<file path="config.mk">
export PLATFORM = sky130hd
export DESIGN_NAME = pgd_top
export DESIGN_NICKNAME = d
export VERILOG_FILES = /design/src/core/pgd_pkg.sv /design/src/core/pgd_top.sv
export SDC_FILE = /design/constraint.sdc
export NUM_CORES = 1
export LEC_CHECK = 0
export ABC_AREA = 1
export BUFFER_PORTS_ARGS = -buffer_cell sky130_fd_sc_hd__buf_2
export CORE_AREA = 2 2 227 229
export CTS_CLUSTER_DIAMETER = 40
export DETAILED_ROUTE_END_ITERATION = 8
export DIE_AREA = 0 0 229 231
export SYNTH_ARGS = -nofsm -noshare
export SYNTH_HDL_FRONTEND = slang
export SYNTH_SLANG_ARGS = --single-unit
export TNS_END_PERCENT = 20
</file>
<file path="constraint.sdc">
create_clock -name core_clk_i -period 3.75 [get_ports core_clk_i]
set_input_delay 0.375 -clock core_clk_i [delete_from_list [all_inputs] [get_ports core_clk_i]]
set_output_delay 0.375 -clock core_clk_i [all_outputs]
set_load 0.1 [all_outputs]
</file>
<file path="src/core/pgd_pkg.sv">
// Shared constants for the dead-band PWM generator block.
package pgd_pkg;

   // Default structure of the block.
   localparam int GEN_NUM = 2;
   localparam int CNT_W = 16;
   localparam int DB_W = 12;
   localparam int EV_NUM = 6;
   localparam int ACT_W = 2;

   // Event positions inside the six-bit event and select vectors.
   localparam int EV_ZERO = 0;
   localparam int EV_LOAD = 1;
   localparam int EV_A_UP = 2;
   localparam int EV_A_DOWN = 3;
   localparam int EV_B_UP = 4;
   localparam int EV_B_DOWN = 5;

   // Two-bit action codes applied to a generator output on an event.
   localparam logic [1:0] ACT_KEEP = 2'h0;
   localparam logic [1:0] ACT_TOGGLE = 2'h1;
   localparam logic [1:0] ACT_LOW = 2'h2;
   localparam logic [1:0] ACT_HIGH = 2'h3;

   // Reset values.
   localparam logic CNT_RST = 1'h0;
   localparam logic DIR_RST = 1'h1;
   localparam logic OUT_RST = 1'h0;
   localparam logic FAULT_RST = 1'h0;

endpackage

</file>
<file path="src/core/pgd_top.sv">
// Multi-generator PWM unit with dead-band pairs, event triggers and output stage.
`timescale 1ns/1ns

//Contract
// - Down mode: load value down to zero, reload.
// - Up/down mode: triangle between zero and load.
// - Direction low in down mode, high ascending.
// - Zero and load pulses; load follows zero.
// - Compare match pulses, split by direction.
// - Match value above load never matches.
// - Four events down mode, six up/down.
// - Matches ignored when coinciding zero or load.
// - First output from A, second from B.
// - Per event action: keep, toggle, low, high.
// - Dead-band off: outputs pass unaltered.
// - Dead-band on: first output rising edge delayed.
// - Second output inverted, rising edge delayed.
// - Selectable event sets for interrupt and trigger.
// - Interrupt and trigger use undelayed events.
// - Global reset clears chosen counters together.
// - Immediate mode: new values apply at zero.
// - Sync mode: wait request, then apply zero.
// - Fault forces enabled outputs inactive, may interrupt.
// - Stall: keep running or halt at zero.
// - One enable vector gates each output.
// - Optional per-output final inversion.
// - Sixteen-bit counter, down or up/down mode.
// - Update request clears itself, not by software.
module pgd_top #(
   parameter int NUM_GEN = pgd_pkg::GEN_NUM,
   parameter int DBW = pgd_pkg::DB_W
) (
   input wire logic core_clk_i,
   input wire logic rst_i,
   input wire logic [NUM_GEN-1:0] gen_run_i,
   input wire logic [NUM_GEN-1:0] mode_updown_i,
   input wire logic [NUM_GEN-1:0] update_sync_mode_i,
   input wire logic [NUM_GEN-1:0] cfg_write_i,
   input wire logic [NUM_GEN-1:0][pgd_pkg::CNT_W-1:0] load_val_i,
   input wire logic [NUM_GEN-1:0][pgd_pkg::CNT_W-1:0] cmp_a_val_i,
   input wire logic [NUM_GEN-1:0][pgd_pkg::CNT_W-1:0] cmp_b_val_i,
   input wire logic [NUM_GEN-1:0] global_update_req_i,
   input wire logic [NUM_GEN-1:0] counter_reset_i,
   input wire logic [NUM_GEN-1:0][pgd_pkg::EV_NUM*pgd_pkg::ACT_W-1:0] act_first_i,
   input wire logic [NUM_GEN-1:0][pgd_pkg::EV_NUM*pgd_pkg::ACT_W-1:0] act_second_i,
   input wire logic [NUM_GEN-1:0] db_enable_i,
   input wire logic [NUM_GEN-1:0][DBW-1:0] db_rise_delay_i,
   input wire logic [NUM_GEN-1:0][DBW-1:0] db_fall_delay_i,
   input wire logic [NUM_GEN-1:0][pgd_pkg::EV_NUM-1:0] irq_select_i,
   input wire logic [NUM_GEN-1:0][pgd_pkg::EV_NUM-1:0] trig_select_i,
   input wire logic debug_stall_i,
   input wire logic [NUM_GEN-1:0] stall_halt_at_zero_i,
   input wire logic [2*NUM_GEN-1:0] out_enable_i,
   input wire logic [2*NUM_GEN-1:0] out_invert_i,
   input wire logic [2*NUM_GEN-1:0] fault_enable_i,
   input wire logic fault_irq_enable_i,
   input wire logic fault_i,
   output logic [2*NUM_GEN-1:0] pwm_pin_o,
   output logic [NUM_GEN-1:0] gen_irq_o,
   output logic [NUM_GEN-1:0] adc_trig_o,
   output logic fault_irq_o,
   output logic [NUM_GEN-1:0] global_update_pending_o,
   output logic [NUM_GEN-1:0][pgd_pkg::CNT_W-1:0] count_o,
   output logic [NUM_GEN-1:0] dir_up_o
);
   import pgd_pkg::*;

   // Refuse structures the logic cannot serve.
   if (NUM_GEN < 1 || DBW < 1 || DBW > CNT_W) begin : g_bad_param
      $error("pgd_top: NUM_GEN must be at least 1 and DBW within 1 to CNT_W");
   end

   // All state of the block in one record.
   typedef struct packed {
      logic [NUM_GEN-1:0][CNT_W-1:0] cnt;
      logic [NUM_GEN-1:0] dir;
      logic [NUM_GEN-1:0][CNT_W-1:0] act_load;
      logic [NUM_GEN-1:0][CNT_W-1:0] act_cmp_a;
      logic [NUM_GEN-1:0][CNT_W-1:0] act_cmp_b;
      logic [NUM_GEN-1:0][CNT_W-1:0] pend_load;
      logic [NUM_GEN-1:0][CNT_W-1:0] pend_cmp_a;
      logic [NUM_GEN-1:0][CNT_W-1:0] pend_cmp_b;
      logic [NUM_GEN-1:0] pend_dirty;
      logic [NUM_GEN-1:0] upd_req;
      logic [NUM_GEN-1:0] gen_out_first;
      logic [NUM_GEN-1:0] gen_out_second;
      logic [NUM_GEN-1:0] db_first;
      logic [NUM_GEN-1:0] db_second;
      logic [NUM_GEN-1:0][DBW-1:0] db_rise_cnt;
      logic [NUM_GEN-1:0][DBW-1:0] db_fall_cnt;
      logic [NUM_GEN-1:0] irq;
      logic [NUM_GEN-1:0] trig;
      logic [2*NUM_GEN-1:0] pre_pin;
      logic fault_meta;
      logic fault_sync;
   } pgd_state_s;

   pgd_state_s st;
   pgd_state_s next_st;

   // Applies one two-bit action code to the current output level.
   function automatic logic pgd_apply(input logic cur, input logic [1:0] act);
      logic res;
      res = cur;
      case (act)
         ACT_KEEP: res = cur;
         ACT_TOGGLE: res = ~cur;
         ACT_LOW: res = 1'h0;
         ACT_HIGH: res = 1'h1;
         default: res = cur;
      endcase
      return res;
   endfunction

   // Timing of one generator, edge by edge.
   // The count register is the time base; every event is
   // decoded from the count that stands in the current
   // cycle, so an event belongs to the cycle of its count.
   // The generator outputs change at the edge that ends the
   // event cycle, one cycle after the count was seen.
   // The dead-band stage looks at the registered generator
   // output, so it adds its own edge on top of that.
   // The pin register adds one more edge, which keeps every
   // pin free of decode glitches from the comparators.
   // The price is a fixed latency from count to pin, the
   // same for every event, so duty cycles are not skewed.
   //
   // Shadow values.
   // Writes land in the pending set only; the active set is
   // what the comparators and the reload use.
   // The swap happens solely in a ticking zero cycle, so a
   // period is never cut short or stretched by a write.
   // In synchronous mode the swap also needs the sticky
   // request, which clears itself in that same zero cycle.
   // A request that arrives in the clearing cycle survives,
   // so software can never lose a request to a race.
   //
   // Counter corner cases.
   // A load of zero parks the count at zero; zero and load
   // events then fire in every ticking cycle.
   // In up/down mode the turn at the peak goes straight to
   // load minus one, so the peak lasts exactly one cycle.
   // A global counter reset wins over counting, and puts
   // the direction to up only for up/down generators.
   //
   // Stall.
   // A generator set to halt keeps counting until zero and
   // then freezes; the frozen zero cycle gives no events,
   // so once frozen, a halted generator raises no interrupt or trigger.
   // A generator not set to halt simply keeps running.
   //
   // Limitation: the dead-band counters are only DBW bits
   // wide, so a delay can never exceed the DBW range.
   // Next-state logic for every generator and for the shared output stage.
   always_comb begin
      logic tick;
      logic at_zero;
      logic at_load;
      logic upd;
      logic match_a;
      logic match_b;
      logic [EV_NUM-1:0] ev;
      logic [CNT_W-1:0] new_load;
      logic fa;
      logic fb;
      logic raw_first;
      logic raw_second;
      tick = 1'h0;
      at_zero = 1'h0;
      at_load = 1'h0;
      upd = 1'h0;
      match_a = 1'h0;
      match_b = 1'h0;
      ev = '0;
      new_load = '0;
      fa = 1'h0;
      fb = 1'h0;
      raw_first = 1'h0;
      raw_second = 1'h0;
      next_st = st;

      // Two-stage synchroniser; only the second stage feeds logic.
      next_st.fault_meta = fault_i;
      next_st.fault_sync = st.fault_meta;

      for (int g = 0; g < NUM_GEN; g++) begin
         // A stalled generator set to halt freezes once it reaches zero.
         tick = gen_run_i[g] & ~(debug_stall_i & stall_halt_at_zero_i[g] & (st.cnt[g] == '0));

         // Raw counter events; they exist only in ticking cycles, when running and not halted at zero.
         at_zero = tick & (st.cnt[g] == '0);
         at_load = tick & (st.cnt[g] == st.act_load[g]);
         match_a = tick & (st.cnt[g] == st.act_cmp_a[g]) & (st.act_cmp_a[g] <= st.act_load[g]);
         match_b = tick & (st.cnt[g] == st.act_cmp_b[g]) & (st.act_cmp_b[g] <= st.act_load[g]);
         // A match that lands on zero or load is dropped.
         match_a = match_a & ~at_zero & ~at_load;
         match_b = match_b & ~at_zero & ~at_load;
         // Down mode keeps direction low, so the up events never fire there.
         ev[EV_ZERO] = at_zero;
         ev[EV_LOAD] = at_load;
         ev[EV_A_UP] = match_a & st.dir[g];
         ev[EV_A_DOWN] = match_a & ~st.dir[g];
         ev[EV_B_UP] = match_b & st.dir[g];
         ev[EV_B_DOWN] = match_b & ~st.dir[g];

         // Shadow values are swapped in only at zero so no pulse is cut short.
         if (update_sync_mode_i[g]) begin
            upd = at_zero & st.upd_req[g];
         end else begin
            upd = at_zero & st.pend_dirty[g];
         end
         new_load = upd ? st.pend_load[g] : st.act_load[g];
         if (upd) begin
            next_st.act_load[g] = st.pend_load[g];
            next_st.act_cmp_a[g] = st.pend_cmp_a[g];
            next_st.act_cmp_b[g] = st.pend_cmp_b[g];
         end
         // A new write in the very cycle of an update stays pending.
         if (cfg_write_i[g]) begin
            next_st.pend_load[g] = load_val_i[g];
            next_st.pend_cmp_a[g] = cmp_a_val_i[g];
            next_st.pend_cmp_b[g] = cmp_b_val_i[g];
         end
         next_st.pend_dirty[g] = cfg_write_i[g] | (st.pend_dirty[g] & ~upd);
         // The request is self-clearing at the applying zero; a new request wins.
         next_st.upd_req[g] = global_update_req_i[g] | (st.upd_req[g] & ~(at_zero & update_sync_mode_i[g]));

         // Counter; reset by the global control beats normal counting.
         if (counter_reset_i[g]) begin
            next_st.cnt[g] = '0;
            next_st.dir[g] = mode_updown_i[g];
         end else if (tick) begin
            if (!mode_updown_i[g]) begin
               next_st.dir[g] = 1'h0;
               if (st.cnt[g] == '0) begin
                  next_st.cnt[g] = new_load;
               end else begin
                  next_st.cnt[g] = CNT_W'(st.cnt[g] - 1'b1);
               end
            end else if (st.dir[g]) begin
               if (st.cnt[g] >= st.act_load[g]) begin
                  // Turn at the peak; a zero load keeps the count parked at zero.
                  next_st.dir[g] = (st.act_load[g] == '0);
                  next_st.cnt[g] = (st.act_load[g] == '0) ? st.cnt[g] : CNT_W'(st.act_load[g] - 1'b1);
               end else begin
                  next_st.cnt[g] = CNT_W'(st.cnt[g] + 1'b1);
               end
            end else begin
               if (st.cnt[g] == '0) begin
                  next_st.dir[g] = 1'h1;
                  next_st.cnt[g] = (new_load == '0) ? st.cnt[g] : CNT_W'(st.cnt[g] + 1'b1);
               end else begin
                  next_st.cnt[g] = CNT_W'(st.cnt[g] - 1'b1);
               end
            end
         end

         // Signal generator: zero, then load, then the output's own comparator.
         fa = st.gen_out_first[g];
         fb = st.gen_out_second[g];
         for (int e = 0; e < EV_NUM; e++) begin
            if (ev[e] && e != EV_B_UP && e != EV_B_DOWN) begin
               fa = pgd_apply(fa, act_first_i[g][e*ACT_W +: ACT_W]);
            end
            if (ev[e] && e != EV_A_UP && e != EV_A_DOWN) begin
               fb = pgd_apply(fb, act_second_i[g][e*ACT_W +: ACT_W]);
            end
         end
         next_st.gen_out_first[g] = fa;
         next_st.gen_out_second[g] = fb;

         // Dead-band: falling edges pass at once, rising edges wait their count.
         if (!st.gen_out_first[g]) begin
            next_st.db_first[g] = 1'h0;
            next_st.db_rise_cnt[g] = '0;
         end else if (!st.db_first[g]) begin
            if (st.db_rise_cnt[g] >= db_rise_delay_i[g]) begin
               next_st.db_first[g] = 1'h1;
            end else begin
               next_st.db_rise_cnt[g] = DBW'(st.db_rise_cnt[g] + 1'b1);
            end
         end
         if (st.gen_out_first[g]) begin
            next_st.db_second[g] = 1'h0;
            next_st.db_fall_cnt[g] = '0;
         end else if (!st.db_second[g]) begin
            if (st.db_fall_cnt[g] >= db_fall_delay_i[g]) begin
               next_st.db_second[g] = 1'h1;
            end else begin
               next_st.db_fall_cnt[g] = DBW'(st.db_fall_cnt[g] + 1'b1);
            end
         end

         // Trigger selector sees raw events, blind to dead-band shifts.
         next_st.irq[g] = |(ev & irq_select_i[g]);
         next_st.trig[g] = |(ev & trig_select_i[g]);

         // With dead-band on the second generator output is simply not used.
         raw_first = db_enable_i[g] ? st.db_first[g] : st.gen_out_first[g];
         raw_second = db_enable_i[g] ? st.db_second[g] : st.gen_out_second[g];
         next_st.pre_pin[2*g] = raw_first & out_enable_i[2*g];
         next_st.pre_pin[2*g+1] = raw_second & out_enable_i[2*g+1];
      end

      if (rst_i) begin
         next_st = '0;
         next_st.dir = {NUM_GEN{DIR_RST}};
         next_st.cnt = {NUM_GEN{{CNT_W{CNT_RST}}}};
         next_st.gen_out_first = {NUM_GEN{OUT_RST}};
         next_st.gen_out_second = {NUM_GEN{OUT_RST}};
         next_st.fault_meta = FAULT_RST;
         next_st.fault_sync = FAULT_RST;
      end
   end

   // Single state register; reset is handled synchronously in the next-state logic.
   always_ff @(posedge core_clk_i) begin
      st <= next_st;
   end

   // Fault masking is applied after the register so that a fault reaches the
   // pins two edges after it appears, without waiting for another pipeline stage.
   // Inactive means deasserted, so an inverted output sits high under fault.
   always_comb begin
      for (int k = 0; k < 2*NUM_GEN; k++) begin
         pwm_pin_o[k] = (st.pre_pin[k] & ~(st.fault_sync & fault_enable_i[k])) ^ out_invert_i[k];
      end
   end

   // Status and event outputs straight from the state record.
   assign fault_irq_o = st.fault_sync & fault_irq_enable_i;
   assign gen_irq_o = st.irq;
   assign adc_trig_o = st.trig;
   assign global_update_pending_o = st.upd_req;
   assign count_o = st.cnt;
   assign dir_up_o = st.dir;

endmodule

</file>
# ---- Yosys cells after proc, flatten, opt, wreduce, memory -nomap -nowiden
# Index checks and enable logic that the tools add are counted.
dict set report op_classes {
  addsub 10
  magnitude_cmp 10
  eq_ne 58
  mux 74
  bitwise_logic 109
  n_reduce_logical 40
}
# cell n
set op_table {}
lappend op_table {{two-way mux 16 bit} 16}
lappend op_table {{== test 16 bit} 6}
lappend op_table {{zero test 16 bit} 6}
lappend op_table {{== test 2 bit, second input constant} 32}
lappend op_table {{<= comparator 16 bit} 4}
lappend op_table {{case mux 1 bit (4 select lines)} 16}
lappend op_table {{subtractor 16 x 1 -> 16 bit, second input constant} 4}
lappend op_table {{bitwise AND 1 bit} 57}
lappend op_table {{adder 12 x 1 -> 12 bit, second input constant} 4}
lappend op_table {{>= comparator 12 bit} 4}
lappend op_table {{two-way mux 1 bit} 42}
lappend op_table {{inverter 1 bit} 40}
lappend op_table {{adder 16 x 1 -> 16 bit, second input constant} 2}
lappend op_table {{== test 2 x 1 -> 1 bit, second input constant} 16}
lappend op_table {{>= comparator 16 bit} 2}
lappend op_table {{zero test 2 bit} 16}
lappend op_table {{bitwise AND 6 bit} 4}
lappend op_table {{OR reduction 6 bit} 4}
lappend op_table {{inequality test 4 bit, second input constant} 4}
lappend op_table {{OR reduction 2 bit} 6}
lappend op_table {{AND reduction 2 bit} 4}
lappend op_table {{AND reduction 3 bit} 2}
lappend op_table {{bitwise OR 1 bit} 4}
lappend op_table {{nonzero test 2 bit} 2}
lappend op_table {{bitwise XOR 1 bit} 4}
dict set report word_totals {
  ff_bits 296
  output_inout_bits 45
  elab_cells 334
}

# ---- Depth between registers and ports, before layout
dict set report logic_depth {
  depth_word 15
  ltp_mapped 22
}

# ---- Worst setup path after synthesis
# Ideal clock, no wire load.
dict set report synth_timing {
  path_type {register to register}
  start {register st (netlist bit count_o[0])}
  end {register st (netlist bit count_o[2])}
  setup_ps 112
  arrival_time_ps 2481
  required_time_ps 3638
  setup_slack_ps 1157
  stages_incl_launch_ff 21
  cell_sequence {dfxtp_1 > clkbuf_1 > inv_1 > ha_1 > nand3_4 > nor2_2 > nand4_4 > nor2_4 > buf_6 > nand2_1 > nand2_1 > nand2_1 > nor2_1 > nand2_1 > nor2_2 > nand3_4 > nand3_4 > buf_12 > nand2_2 > nand2_1 > nor2_2}
}
dict set report synth_between {
  elab_chain_cells 11
}
# item line
set synth_lines {}
lappend synth_lines {{from (decl)} pgd_top.sv:98} ;# pgd_state_s st;
lappend synth_lines {{from (signal assigned)} pgd_top.sv:318} ;# st <= next_st;
lappend synth_lines {{zero test 16 bit} -}
lappend synth_lines {{bitwise AND 1 bit} pgd_top.sv:188} ;# tick = gen_run_i[g] & ~(debug_stall_i & stall_halt_at_zero_i[g] & (st.cnt[g] == '0));
lappend synth_lines {{inverter 1 bit} pgd_top.sv:188}
lappend synth_lines {{bitwise AND 1 bit} pgd_top.sv:188}
lappend synth_lines {{bitwise AND 1 bit} pgd_top.sv:191} ;# at_zero = tick & (st.cnt[g] == '0);
lappend synth_lines {{bitwise AND 1 bit (on tied branches)} {pgd_top.sv:210, pgd_top.sv:208}}
lappend synth_lines {{two-way mux 1 bit} pgd_top.sv:207} ;# if (update_sync_mode_i[g]) begin
lappend synth_lines {{two-way mux 16 bit} -}
lappend synth_lines {{zero test 16 bit} pgd_top.sv:251} ;# next_st.cnt[g] = (new_load == '0) ? st.cnt[g] : CNT_W'(st.cnt[g] + 1'b1);
lappend synth_lines {{inequality test 4 bit (no source line)} -}
lappend synth_lines {{AND reduction 3 bit (no source line)} -}
# Several ways; a longest one is shown, not always the timed one. The select of a mux whose other input is x is not followed.
# A chain may end at the register's enable or synchronous reset.

# ---- Final worst setup path
dict set report layout_timing {
  start {register st (netlist bit count_o[0])}
  end {register st (netlist bit count_o[6])}
}
# Same word-level chain as after synthesis.

==> flow_summary.json <==
{
  "run_status": "finished, final reports clean",
  "worstSetupPathType": "reg -> reg",
  "ys_top_cells_by_area": "dfxtp_1 30%, nand2_1 9.9%, ha_1 9.6%, nor2_1 9.0%, o21ai_0 7.2%",
  "grt_use_total_pct": 26.5,
  "fin_crit_ns": 3.25,
  "clock_latency_ns": 0.60,
  "cts_tree": "built",
  "synth_xor_area_share_pct": 4.76,
  "grt_pass1_wl_um": 111000,
  "p_leak_nw": 11.6,
  "firstDrtPassIters": 7,
  "cp-start-kind": "flip-flop",
  "synthDistinctLibCells": 52,
  "ys_seq_area_share_pct": 29.6,
  "grt_overflow": 0,
  "max_stage_delay_ns": 0.42,
  "fin_area_sq_um": 24400,
  "coreArea_sq_um": 50700,
  "avgRoutedWirePerCell_um": 17.9,
  "htreeDepth": 2,
  "via_count": 21200,
  "min_path_cells": 3,
  "post-dp-hpwl_um": 55600,
  "port_buffers": 277,
  "cts.repair.resized": 0,
  "grt_start_max_net_pins": 112,
  "irDropWorstVdd_mv": 0.365,
  "crit_fanout": 17,
  "drive_above_1_share_pct": 16.0,
  "clock-root-buffer": "clkbuf_16",
  "pwr_density_cell_nw_per_um2": 722,
  "max_freq_mhz": 307,
  "synth_nets": 3406,
  "antenna_found_initial": 7,
  "muxShareOfSynthArea_pct": 0,
  "reg2regPathDepth": 17,
  "crit_chain": "inv_1 > ha_1 > nand2_1 > nor2_1 > nand2_1 > nor2_2 > nand4_2 > o21ai_0 > nand2_1 > nor2_1 > nand2_1 > nor2_2 > nand3_4 > nand3_4 > nand2_1 > nand2_1 > nor2_2",
  "hp-start": "cmp_b_val_i[18]",
  "crit_slowest_cell": "o21ai_0",
  "synth_cells": 3003,
  "syn_avg_cell_area_sq_um": 6.68,
  "worstMarginPinSlew_ns": 1.26,
  "holdWs_ns": 0.0278,
  "synth_fa_ha_area_share_pct": 9.61,
  "yosys.area.top_type": "dfxtp_1",
  "clkTransAtPathRegs_ns": 0.06,
  "drt_wl_total_um": 72000,
  "r2r_slack_ns": 0.50,
  "slew_violations": 0,
  "io-pin-count": 294,
  "die_w_um": 229,
  "synth_compound_area_share_pct": 16.6,
  "num_rows": 83,
  "timing_hold_violations_final": 0,
  "yosysTopAreaCellShare_pct": 29.6,
  "yosysWarnings": 0,
  "initialDrtViolationCount": 1849,
  "hold_class": "in -> reg",
  "cp.required_ns": 4.25,
  "finalSetupViolations": 0,
  "syn_area_sq_um": 20100,
  "power_mw": 17.6,
  "period_share_pct": 86.8,
  "clock_sinks": 296,
  "die_area_sq_um": 52900,
  "postRouteAntennaNets": 0,
  "synth_seq_cells": 296,
  "filler_cell_count": 5297,
  "clockBufferDepth": 3,
  "max-cap-violations": 0,
  "min_to": "st[88]$_SDFFE_PP0P_",
  "end_kind": "flip-flop",
  "final-instance-count-excl-fill": 4019,
  "rsz0062_at_grt": "no",
  "start_util_pct": 39.6,
  "gp_congestion": 0.974,
  "cp_data_arrival_time_ns": 3.75,
  "slew_headroom_pct": 15.7,
  "reg2reg_from": "count_o[0]$_SDFFE_PP0P_",
  "drc": 0,
  "placed_area_sq_um": 21900,
  "area_growth_pct": 21.9,
  "synth-simple-area-share_pct": 28.6,
  "cts_buffers": 56,
  "synth_top_family_by_area": "simple AND/OR/NAND/NOR gates",
  "vias_per_cell": 5.28,
  "cp_common_cell": "nand2_1",
  "rr_endpoint": "count_o[6]$_SDFFE_PP0P_",
  "path_delay_family": "simple AND/OR/NAND/NOR gates",
  "crit_buf_inv": 1,
  "setup_tns_ns": 0,
  "grt_pass1_vias": 19800,
  "skew_ns": 0.0224,
  "fin_nets": 3694,
  "place_inst": 3862,
  "die_y_um": 231
}
## synthesized netlist by cell type, drive strengths merged
cell type and instances:
a211oi 2, a21boi 4, a21oi 221, a221oi 1
a22o 1, a311oi 1, a31oi 17, a32oi 2
and3 3, buf 83, clkbuf 93, clkinv 10
dfxtp 296, ha 154, inv 306, nand2 537
nand3 125, nand3b 7, nand4 73, nor2 516
nor3 50, nor3b 4, nor4 12, o2111ai 1
o211ai 32, o21a 6, o21ai 295, o21bai 1
o221ai 1, o22ai 31, o311ai 1, o31ai 3
or2 5, xnor2 29, xor2 80
## routing by layer
layer	global-route usage (%)	wire length [um]
met5	0	68
met4	7.79	1780
met2	41.6	31100
met1	36.5	33100
met3	5.36	6020
## cell families after synthesis
kind of cell / count (synthesis)
flip-flops: 296
buffers and inverters: 492
AO/OA/AOI/OAI: 620
AND/OR/NAND/NOR: 1332
XOR/XNOR: 109
adder cells (fa/ha/maj): 154
## worst max-delay path by stage
stage,start,end,depth (start not counted)
after global placement,count_o[0]$_SDFFE_PP0P_,count_o[5]$_SDFFE_PP0P_,17
after global routing,count_o[0]$_SDFFE_PP0P_,count_o[7]$_SDFFE_PP0P_,17
after floorplan,count_o[0]$_SDFFE_PP0P_,count_o[2]$_SDFFE_PP0P_,20
final,count_o[0]$_SDFFE_PP0P_,count_o[6]$_SDFFE_PP0P_,17
after CTS,count_o[0]$_SDFFE_PP0P_,count_o[12]$_SDFFE_PP0P_,17
after detailed placement,count_o[0]$_SDFFE_PP0P_,count_o[14]$_SDFFE_PP0P_,17
## registers in the layout (all words and copies together) (netlist names)
name,flops
gen_irq_o,2
count_o,32
global_update_pending_o,2
st,256
adc_trig_o,2
dir_up_o,2
## tightest hold or removal path, stage by stage
cell and delay (ns):
buf_2 0.08, nor2_1 0.04, nor2_1 0.09
## stage by stage
stage | util (%) | worst slack, ns
floorplan | - | 1.16
global placement | 43.2 | 0.609
detailed placement | 43.2 | 0.575
CTS | 48.2 | 0.547
global route | 48.2 | 0.174
finish | 48.2 | 0.496
## cell type report
class | instances | area (sq um) | share of cell area (%)
multi-input cells | 2215 | 11900 | 48.9
flip-flops and latches | 296 | 5930 | 24.2
repair buffers | 406 | 2480 | 10.2
clock buffers | 62 | 1470 | 6.03
inverters | 316 | 1190 | 4.88
well taps | 680 | 851 | 3.48
clock inverters | 43 | 573 | 2.34
diodes | 1 | 2.50 | 0.0102
## cells in the final DEF (no fill, tap or decap), types with 7 or more instances in the layout
cell type,instances
nor2_1,481
bufinv_16,9
nand2_2,7
ha_1,154
inv_6,12
o21ai_0,289
nor2_2,29
nor4_1,12
buf_2,277
xnor2_1,29
clkbuf_16,56
clkinvlp_4,7
nand3_1,119
buf_4,78
inv_1,294
clkinv_4,10
inv_2,11
xor2_1,80
nor3_1,50
o22ai_1,31
a31oi_1,17
a21oi_1,221
nand2_1,530
nand4_1,69
nand3b_1,7
clkinv_1,7
dfxtp_1,296
o211ai_1,32
dlygate4sd3_1,51
## repair_timing
item	CTS	global route
hold buffers	51	0
endpoints found under the hold margin	51	0
buffers inserted	0	0
## where the power goes
part / switching [mW] / internal (mW) / leakage, nW
Sequential: 0.386 / 3.46 / 2.42
Combinational: 5.72 / 2.66 / 8.18
Clock: 1.91 / 3.51 / 0.982
Power figures use the tool's default switching activity.
